===== config.mk =====
export PLATFORM = sky130hd
export DESIGN_NAME = adc_result_flag_logic
export DESIGN_NICKNAME = d
export VERILOG_FILES = /design/src/adc_flag_pkg.sv /design/src/adc_result_store.sv /design/src/adc_sleep_ctrl.sv /design/src/adc_result_flag_logic.sv
export VERILOG_INCLUDE_DIRS = /design/src
export SDC_FILE = /design/constraint.sdc
export NUM_CORES = 1
export LEC_CHECK = 0
export BUFFER_PORTS_ARGS = -buffer_cell sky130_fd_sc_hd__buf_2
export CAP_MARGIN = 20
export CORE_AREA = 2 2 85 87
export DETAILED_ROUTE_END_ITERATION = 7
export DIE_AREA = 0 0 87 89
export PLACE_DENSITY = 0.82
export SYNTH_ARGS = -nofsm -noshare
export SYNTH_HDL_FRONTEND = slang
export SYNTH_SLANG_ARGS = --single-unit

===== constraint.sdc =====
create_clock -name ref_clk -period 6 [get_ports ref_clk]
set_clock_uncertainty 0.05 [all_clocks]
set_input_delay 0.6 -clock ref_clk [delete_from_list [all_inputs] [get_ports ref_clk]]
set_output_delay 0.6 -clock ref_clk [all_outputs]
set_load 0.01 [all_outputs]

===== src/adc_flag_cfg.svh =====
`ifndef ADC_FLAG_CFG_SVH
`define ADC_FLAG_CFG_SVH

// ----------------------------------------------------------------
// Sizes
// ----------------------------------------------------------------
`define ADC_NCH 4
`define ADC_DW 10
`define ADC_CHW 2

// ----------------------------------------------------------------
// Register byte offsets
// ----------------------------------------------------------------
`define ADC_OFS_CTRL 8'h00
`define ADC_OFS_MODE 8'h04
`define ADC_OFS_CHEN 8'h10
`define ADC_OFS_CHDIS 8'h14
`define ADC_OFS_CHSR 8'h18
`define ADC_OFS_STAT 8'h1c
`define ADC_OFS_LAST 8'h20
`define ADC_OFS_CH0 8'h30
`define ADC_OFS_CH_LAST 8'h3c

// ----------------------------------------------------------------
// Field positions
// ----------------------------------------------------------------
`define ADC_CTRL_START 0
`define ADC_MODE_LOWPWR 0
`define ADC_STAT_DONE_LSB 0
`define ADC_STAT_OVR_LSB 8
`define ADC_STAT_READY 16
`define ADC_STAT_GOVR 17
`define ADC_LAST_CH_LSB 12

// ----------------------------------------------------------------
// Reset values
// ----------------------------------------------------------------
`define ADC_RST_MODE 1'b0
`define ADC_RST_CHEN 4'h0

`endif


===== src/adc_flag_pkg.sv =====
`include "adc_flag_cfg.svh"

package adc_flag_pkg;
   // Conversion result word
   typedef logic [`ADC_DW-1:0] result_t;
   // Channel number
   typedef logic [`ADC_CHW-1:0] chan_t;
   // Power state of the converter
   typedef enum logic {PWR_ACTIVE, PWR_SLEEP} pwr_state_t;
endpackage


===== src/adc_result_store.sv =====
`timescale 1ns/10ps
`default_nettype none

// ----------------------------------------------------------------
// Per-channel result words, registered read, write-first
// ----------------------------------------------------------------
module adc_result_store #(
   parameter int NCH = 4,
   parameter int DW = 10,
   parameter int AW = 2
) (
   input wire logic ref_clk,
   input wire logic we,
   input wire logic [AW-1:0] waddr,
   input wire logic [DW-1:0] wdata,
   input wire logic [AW-1:0] raddr,
   output logic [DW-1:0] rdata_q
);
   logic [DW-1:0] mem_q [NCH];
   logic [DW-1:0] rdata_d;

   // Write-first so a read never returns the word just replaced
   always_comb begin
      rdata_d = mem_q[raddr];
      if (we && (waddr == raddr)) begin
         rdata_d = wdata;
      end
   end

   // Storage has no reset; contents are meaningless until written
   always_ff @(posedge ref_clk) begin
      if (we) begin
         mem_q[waddr] <= wdata;
      end
      rdata_q <= rdata_d;
   end
endmodule

`default_nettype wire


===== src/adc_sleep_ctrl.sv =====
`timescale 1ns/10ps
`default_nettype none

// ----------------------------------------------------------------
// Deferred low-power entry
// ----------------------------------------------------------------
module adc_sleep_ctrl (
   input wire logic ref_clk,
   input wire logic rst_n,
   input wire logic lowpwr_sel,
   input wire logic start_req,
   input wire logic conv_end,
   output logic sleep_q
);
   import adc_flag_pkg::*;

   pwr_state_t state_q, state_d;

   // Sleep is only taken at the end of a conversion, never while idle
   always_comb begin
      state_d = state_q;
      unique case (state_q)
         PWR_ACTIVE: begin
            if (lowpwr_sel && conv_end) begin
               state_d = PWR_SLEEP;
            end
         end
         PWR_SLEEP: begin
            if (!lowpwr_sel || start_req) begin
               state_d = PWR_ACTIVE;
            end
         end
      endcase
   end

   // State register
   always_ff @(posedge ref_clk) begin
      if (!rst_n) begin
         state_q <= PWR_ACTIVE;
         sleep_q <= 1'b0;
      end else begin
         state_q <= state_d;
         sleep_q <= (state_d == PWR_SLEEP);
      end
   end
endmodule

`default_nettype wire


===== src/adc_result_flag_logic.sv =====
// Functional notes
// - Result-ready clears only on a read of the last-converted register.
// - A status read meeting an end of conversion still updates global overrun.
// - A status read clears global overrun when result-ready is idle.
// - A status read clears every channel overrun except one raised by an end in the same cycle.
// - An end on a channel whose done flag is set raises its overrun.
// - Done clears on a read of its channel register or the last register.
// - A channel register read clears that channel's done flag only.
// - A channel disabled mid-conversion never raises its done flag.
// - Result-ready never rises for a result that was not stored.
// - Each enabled end stores the result and raises result-ready.
// - Result-ready rises even when another channel register is read.
// - An end while result-ready is active raises global overrun.
// - Low power selected while idle is entered only after a conversion.
`timescale 1ns/10ps
`default_nettype none
`include "adc_flag_cfg.svh"

module adc_result_flag_logic (
   input wire logic ref_clk,
   input wire logic rst_n,
   // APB slave
   input wire logic psel,
   input wire logic penable,
   input wire logic pwrite,
   input wire logic [7:0] paddr,
   input wire logic [31:0] pwdata,
   output logic [31:0] prdata,
   output logic pready,
   output logic pslverr,
   // Converter core, same clock
   input wire logic conv_end,
   input wire adc_flag_pkg::chan_t conv_chan,
   input wire adc_flag_pkg::result_t conv_data,
   output logic conv_start,
   output logic [`ADC_NCH-1:0] chan_en,
   output logic sleep
);
   import adc_flag_pkg::*;

   localparam int NCH = `ADC_NCH;

   // ----------------------------------------------------------------
   // Bus phases
   // ----------------------------------------------------------------
   logic pready_q, pready_d;
   logic pslverr_q, pslverr_d;
   logic [31:0] prdata_q, prdata_d;
   logic access;
   logic rd_take;
   logic wr_take;
   logic in_ch;
   logic mapped;
   chan_t rd_idx;

   // Access lasts two cycles; read data and read side effects land
   // together on the first access edge, writes on the completing one
   assign access = psel && penable;
   assign rd_take = access && !pready_q && !pwrite;
   assign wr_take = access && pready_q && pwrite;
   assign in_ch = (paddr >= `ADC_OFS_CH0) && (paddr <= `ADC_OFS_CH_LAST)
                  && (paddr[1:0] == 2'b00);
   assign rd_idx = chan_t'(paddr[`ADC_CHW+1:2]);

   // Address decode
   always_comb begin
      unique case (paddr)
         `ADC_OFS_CTRL, `ADC_OFS_MODE, `ADC_OFS_CHEN, `ADC_OFS_CHDIS,
         `ADC_OFS_CHSR, `ADC_OFS_STAT, `ADC_OFS_LAST: mapped = 1'b1;
         default: mapped = in_ch;
      endcase
   end

   // ----------------------------------------------------------------
   // Read strobes with side effects
   // ----------------------------------------------------------------
   logic rd_stat;
   logic rd_last;
   logic [NCH-1:0] rd_chan;

   assign rd_stat = rd_take && (paddr == `ADC_OFS_STAT);
   assign rd_last = rd_take && (paddr == `ADC_OFS_LAST);

   // One decoded strobe per channel register
   genvar gi;
   generate
      for (gi = 0; gi < NCH; gi++) begin : g_rd
         assign rd_chan[gi] = rd_take && in_ch && (rd_idx == chan_t'(gi));
      end
   endgenerate

   // ----------------------------------------------------------------
   // Control registers
   // ----------------------------------------------------------------
   logic mode_lp_q, mode_lp_d;
   logic [NCH-1:0] chen_q, chen_d;
   logic start_q, start_d;
   logic [NCH-1:0] dis_now;

   // Disable written this cycle already blocks an end in this cycle
   assign dis_now = (wr_take && (paddr == `ADC_OFS_CHDIS)) ?
                    pwdata[NCH-1:0] : '0;

   // Next control values
   always_comb begin
      mode_lp_d = mode_lp_q;
      chen_d = chen_q & ~dis_now;
      start_d = 1'b0;
      if (wr_take) begin
         unique case (paddr)
            `ADC_OFS_CTRL: start_d = pwdata[`ADC_CTRL_START];
            `ADC_OFS_MODE: mode_lp_d = pwdata[`ADC_MODE_LOWPWR];
            `ADC_OFS_CHEN: chen_d = chen_q | pwdata[NCH-1:0];
            default: ;
         endcase
      end
   end

   // Control state
   always_ff @(posedge ref_clk) begin
      if (!rst_n) begin
         mode_lp_q <= `ADC_RST_MODE;
         chen_q <= `ADC_RST_CHEN;
         start_q <= 1'b0;
      end else begin
         mode_lp_q <= mode_lp_d;
         chen_q <= chen_d;
         start_q <= start_d;
      end
   end

   // ----------------------------------------------------------------
   // End-of-conversion qualification
   // ----------------------------------------------------------------
   logic [NCH-1:0] ch_end;
   logic any_end;

   // Ends on a channel that is off or going off are neither stored nor flagged
   generate
      for (gi = 0; gi < NCH; gi++) begin : g_end
         assign ch_end[gi] = conv_end && (conv_chan == chan_t'(gi))
                             && chen_q[gi] && !dis_now[gi];
      end
   endgenerate
   assign any_end = |ch_end;

   // ----------------------------------------------------------------
   // Result storage
   // ----------------------------------------------------------------
   result_t mem_rdata;
   result_t last_q, last_d;
   chan_t last_ch_q, last_ch_d;

   // Channel words; a store ignores any simultaneous disable elsewhere
   adc_result_store #(
      .NCH(NCH),
      .DW(`ADC_DW),
      .AW(`ADC_CHW)
   ) u_store (
      .ref_clk(ref_clk),
      .we(any_end),
      .waddr(conv_chan),
      .wdata(conv_data),
      .raddr(rd_idx),
      .rdata_q(mem_rdata)
   );

   // Last-converted word follows every stored result
   always_comb begin
      last_d = last_q;
      last_ch_d = last_ch_q;
      if (any_end) begin
         last_d = conv_data;
         last_ch_d = conv_chan;
      end
   end

   // Last-converted register
   always_ff @(posedge ref_clk) begin
      if (!rst_n) begin
         last_q <= '0;
         last_ch_q <= '0;
      end else begin
         last_q <= last_d;
         last_ch_q <= last_ch_d;
      end
   end

   // ----------------------------------------------------------------
   // Status flags
   // ----------------------------------------------------------------
   logic [NCH-1:0] done_q, done_d;
   logic [NCH-1:0] ovr_q, ovr_d;
   logic ready_q, ready_d;
   logic govr_q, govr_d;

   // Per-channel done and overrun; a hardware set beats any clear
   generate
      for (gi = 0; gi < NCH; gi++) begin : g_flag
         always_comb begin
            if (ch_end[gi]) begin
               done_d[gi] = 1'b1;
            end else if (rd_chan[gi] || rd_last) begin
               done_d[gi] = 1'b0;
            end else begin
               done_d[gi] = done_q[gi];
            end
            if (ch_end[gi] && done_q[gi]) begin
               ovr_d[gi] = 1'b1;
            end else if (rd_stat) begin
               ovr_d[gi] = 1'b0;
            end else begin
               ovr_d[gi] = ovr_q[gi];
            end
         end
      end
   endgenerate

   // Global flags; channel reads never touch result-ready
   always_comb begin
      if (any_end) begin
         ready_d = 1'b1;
      end else if (rd_last) begin
         ready_d = 1'b0;
      end else begin
         ready_d = ready_q;
      end
      if (any_end && ready_q) begin
         govr_d = 1'b1;
      end else if (rd_stat) begin
         govr_d = 1'b0;
      end else begin
         govr_d = govr_q;
      end
   end

   // Flag registers
   always_ff @(posedge ref_clk) begin
      if (!rst_n) begin
         done_q <= '0;
         ovr_q <= '0;
         ready_q <= 1'b0;
         govr_q <= 1'b0;
      end else begin
         done_q <= done_d;
         ovr_q <= ovr_d;
         ready_q <= ready_d;
         govr_q <= govr_d;
      end
   end

   // ----------------------------------------------------------------
   // Low power
   // ----------------------------------------------------------------
   // Software selects low power, then starts one conversion to get
   // there quickly; any finished conversion counts, kept or not
   adc_sleep_ctrl u_sleep (
      .ref_clk(ref_clk),
      .rst_n(rst_n),
      .lowpwr_sel(mode_lp_q),
      .start_req(start_q),
      .conv_end(conv_end),
      .sleep_q(sleep)
   );

   // ----------------------------------------------------------------
   // Read mux and bus answer
   // ----------------------------------------------------------------
   always_comb begin
      prdata_d = prdata_q;
      pready_d = access && !pready_q;
      pslverr_d = 1'b0;
      if (rd_take) begin
         prdata_d = '0;
         unique case (paddr)
            `ADC_OFS_MODE: prdata_d[`ADC_MODE_LOWPWR] = mode_lp_q;
            `ADC_OFS_CHSR: prdata_d[NCH-1:0] = chen_q;
            `ADC_OFS_STAT: begin
               prdata_d[`ADC_STAT_DONE_LSB +: NCH] = done_q;
               prdata_d[`ADC_STAT_OVR_LSB +: NCH] = ovr_q;
               prdata_d[`ADC_STAT_READY] = ready_q;
               prdata_d[`ADC_STAT_GOVR] = govr_q;
            end
            `ADC_OFS_LAST: begin
               prdata_d[`ADC_DW-1:0] = last_q;
               prdata_d[`ADC_LAST_CH_LSB +: `ADC_CHW] = last_ch_q;
            end
            default: begin
               if (in_ch) begin
                  prdata_d[`ADC_DW-1:0] = mem_rdata;
               end
            end
         endcase
      end
      if (access && !pready_q) begin
         pslverr_d = !mapped;
      end
   end

   // Bus answer registers
   always_ff @(posedge ref_clk) begin
      if (!rst_n) begin
         prdata_q <= '0;
         pready_q <= 1'b0;
         pslverr_q <= 1'b0;
      end else begin
         prdata_q <= prdata_d;
         pready_q <= pready_d;
         pslverr_q <= pslverr_d;
      end
   end

   assign prdata = prdata_q;
   assign pready = pready_q;
   assign pslverr = pslverr_q;
   assign conv_start = start_q;
   assign chan_en = chen_q;
endmodule

`default_nettype wire


==> flow_summary.toml <==
[final_layout]
drive_gt1_share_pct = 24.00
final_core_util_pct = 62.55
syn2layout_area_growth_pct = 12.91
finalNonFillerCells = 455
nFillCells = 529
n_antenna_cell = 0
nets = 428

[clock_tree]
clock_path_buffers = 2
post_cts_buffers = 0
cts_max_level = 3
cts_resized = 0
ctsHoldBuffers = 0
root_buffer = "clkbuf_8"
clock_latency_ns = 0.35
clk_pin_slew_ns = 0.09
clkSinkCount = 89
cts_tree = "yes"
cts-buffers-inserted = 9

[worst_setup_path]
cp_max_fo = 14
timing.rr.start = "pready"
endpoint = "last_ch_q[0]"
worst-setup-path-type = "primary input to flop"
rrSetupSlack_ns = 3.09
critPathLaunch = "paddr[6]"
slowest_stage = "nor4_4"
crit_arrival_ns = 3.40
startpoint_type = "primary input"
worstReg2RegEnd = "last_ch_q[0]"
critPathTopFamily = "simple AND/OR/NAND/NOR gates"
crit_chain = "buf_2 > or4_4 > o41a_1 > nor4_4 > mux2i_1"
critical_path.max_stage_delay_ns = 1.02
crit_buf_inv = 1
cp.required_ns = 6.22
critPathCaptureType = "flop"
worst-path-stages = 5
reg2reg_depth = 5

[logic_synthesis]
synth_cell_types = 45
synth_area_leaders = "edfxtp_1 (32%), dfxtp_1 (26%), mux4_2 (6.1%), mux2i_1 (4.8%), nand2_1 (4.4%)"
async_flop_share_pct = 0
synthFlopType = "dfxtp_1"
yosys.area.top_type = "edfxtp_1"
seq_area_frac_synth_pct = 58.62
synth_enable_flop_cells = 40
ys_ff_latch = 89
synth_cells = 318
synth_top_cell_area_share_pct = 32.27
yosys_warnings = 0
avgSynthCellArea_um2 = 11.71
synthesis.area_um2 = 3722

[flow_run]
maxCapViolations = 0

[timing]
slew-limit-headroom_pct = 25.75
worstMarginPinSlew_ns = 1.105
fmax_ghz = 0.3141
fin_setup_tns_ns = 0
rsz0062_at_grt = "false"
finalCriticalPeriod_ns = 3.183
setup_viol = 0
period_share_pct = 53.06
hold_viol_final = 0
drv_slew = 0

[global_route]
overflow = 0
grt_usage_pct = 21.80
grt_max_degree = 29
grt_pass1_vias = 2569
grt_pass1_wl_um = 12610
antenna_found_initial = 0

[placed_design]
place_inst = 439
place_congestion = 0.9176
hpwl_um = 5449
portBuffers = 53

[detailed_routing]
first_iter_violations = 222
drcViolationCount = 0
routed_via_density = 5.949
dr.pass1.iters = 5
wl_um = 8270
route.vias.total = 2707
routedWlPerCell_um = 18.18
drtAntennaViolNets = 0

[floorplan]
die_area_um2 = 7743
floorplan.initialDensity_pct = 55.40
core_area_um2 = 6719
io-pin-count = 98
std_cell_rows = 30
die_w_um = 87
fp.dieH_um = 89

[pwr]
p_per_area_nw_per_um2 = 272.2
peakVddDrop_mv = 0.2147
fin_total_pwr_uw = 1144
leakagePower_uw = 0.001659

[status]
status = "finished clean"

[worst_hold_path]
worstHoldPathType = "flop to flop"
logic make-up after synthesis:
group | synth area share, %
simple gates | 14.66
other cells | 0.1007
mux | 10.89
buf+inv | 5.748
compound gates | 9.748
xor+xnor | 0.2353
flops | 58.62
where the power goes:
part | internal, µW | total (µW) | switching (µW)
Combinational | 20.0 | 56.0 | 36.0
Clock | 246 | 450 | 205
Sequential | 633 | 638 | 4.38
Total | 899 | 1140 | 245
worst min path at each step:
| stage | from | endpoint | slack [ns] | cells after the start |
|---|---|---|---|---|
| floorplan | last_q[4] | prdata[4] | 0.38 | 2 |
| global placement | conv_start | u_sleep.sleep_q | 0.37 | 1 |
| detailed placement | conv_start | u_sleep.sleep_q | 0.38 | 1 |
| CTS | conv_start | u_sleep.sleep_q | 0.40 | 1 |
| finish | conv_start | u_sleep.sleep_q | 0.40 | 1 |
| global route | paddr[3] | flop | 0.41 | 1 |
metal layers:
metal  vias to the layer above  wire [µm]  global-route usage (%)
met5                         -          0                       0
met4                         0        151                   8.807
met3                        16        667                   3.601
met2                       144       3940                   36.09
met1                      1302       3511                   28.88
li1                       1245          -                       -
cells in the mapped netlist, types with 5 or more instances:
| cell | instances |
|---|---|
| a21oi_1 | 16 |
| clkbuf_1 | 11 |
| inv_1 | 6 |
| a22oi_1 | 20 |
| nor2_1 | 28 |
| nand3_1 | 5 |
| mux4_2 | 10 |
| nand2_1 | 44 |
| dfxtp_1 | 49 |
| buf_4 | 16 |
| nand4_1 | 6 |
| mux2i_1 | 18 |
| edfxtp_1 | 40 |
registers in the layout, summed over array words and instances (netlist names), named ones only:
register	cells
chan_en	4
ready_q	1
prdata	16
u_sleep.sleep_q	1
govr_q	1
pready	1
u_store.mem_q	40
mode_lp_q	1
done_q	4
conv_start	1
pslverr	1
last_q	10
last_ch_q	2
ovr_q	4
metrics by stage:
step / hold slack, ns / cell area [µm²] / worst slack, ns
final: 0.3965 / 4203 / 2.817
after global routing: 0.4126 / 4203 / 2.732
after CTS: 0.3959 / 4203 / 2.821
after detailed placement: 0.3833 / 3983 / 2.441
after global placement: 0.3734 / 3983 / 2.506
after floorplan: 0.3822 / 3779 / 3.243
cell type report:
| cell class | count | area [µm²] | share of cell area [%] |
|---|---|---|---|
| tap | 80 | 100.1 | 2.382 |
| sequential | 89 | 2182 | 51.92 |
| multi-input combinational | 207 | 1383 | 32.90 |
| timing repair buffer | 57 | 295.3 | 7.026 |
| clock inverter | 5 | 78.83 | 1.876 |
| inverter | 6 | 22.52 | 0.5359 |
| clock buffer | 11 | 141.4 | 3.364 |
placed cells by master, fill, tap and decap left out, drive strengths merged, types with 2 or more instances in the layout:
| master | synthesis | final |
|---|---|---|
| buf | 20 | 57 |
| dfxtp | 49 | 49 |
| nand2 | 44 | 44 |
| edfxtp | 40 | 40 |
| nor2 | 28 | 28 |
| a22oi | 20 | 20 |
| mux2i | 18 | 18 |
| a21oi | 18 | 18 |
| conb | 1 | 16 |
| clkbuf | 11 | 11 |
| mux4 | 10 | 10 |
| nand4 | 6 | 6 |
| inv | 6 | 6 |
| nand3 | 5 | 5 |
| nor4 | 5 | 5 |
| o21ai | 4 | 4 |
| a31oi | 3 | 3 |
| or3 | 3 | 3 |
| clkinv | 0 | 3 |
| or2 | 2 | 2 |
| nand4b | 2 | 2 |
| nand3b | 2 | 2 |
| nor4bb | 2 | 2 |
| nor2b | 2 | 2 |
| bufinv | 0 | 2 |
| or4 | 2 | 2 |
(Power assumes the default switching activity.)
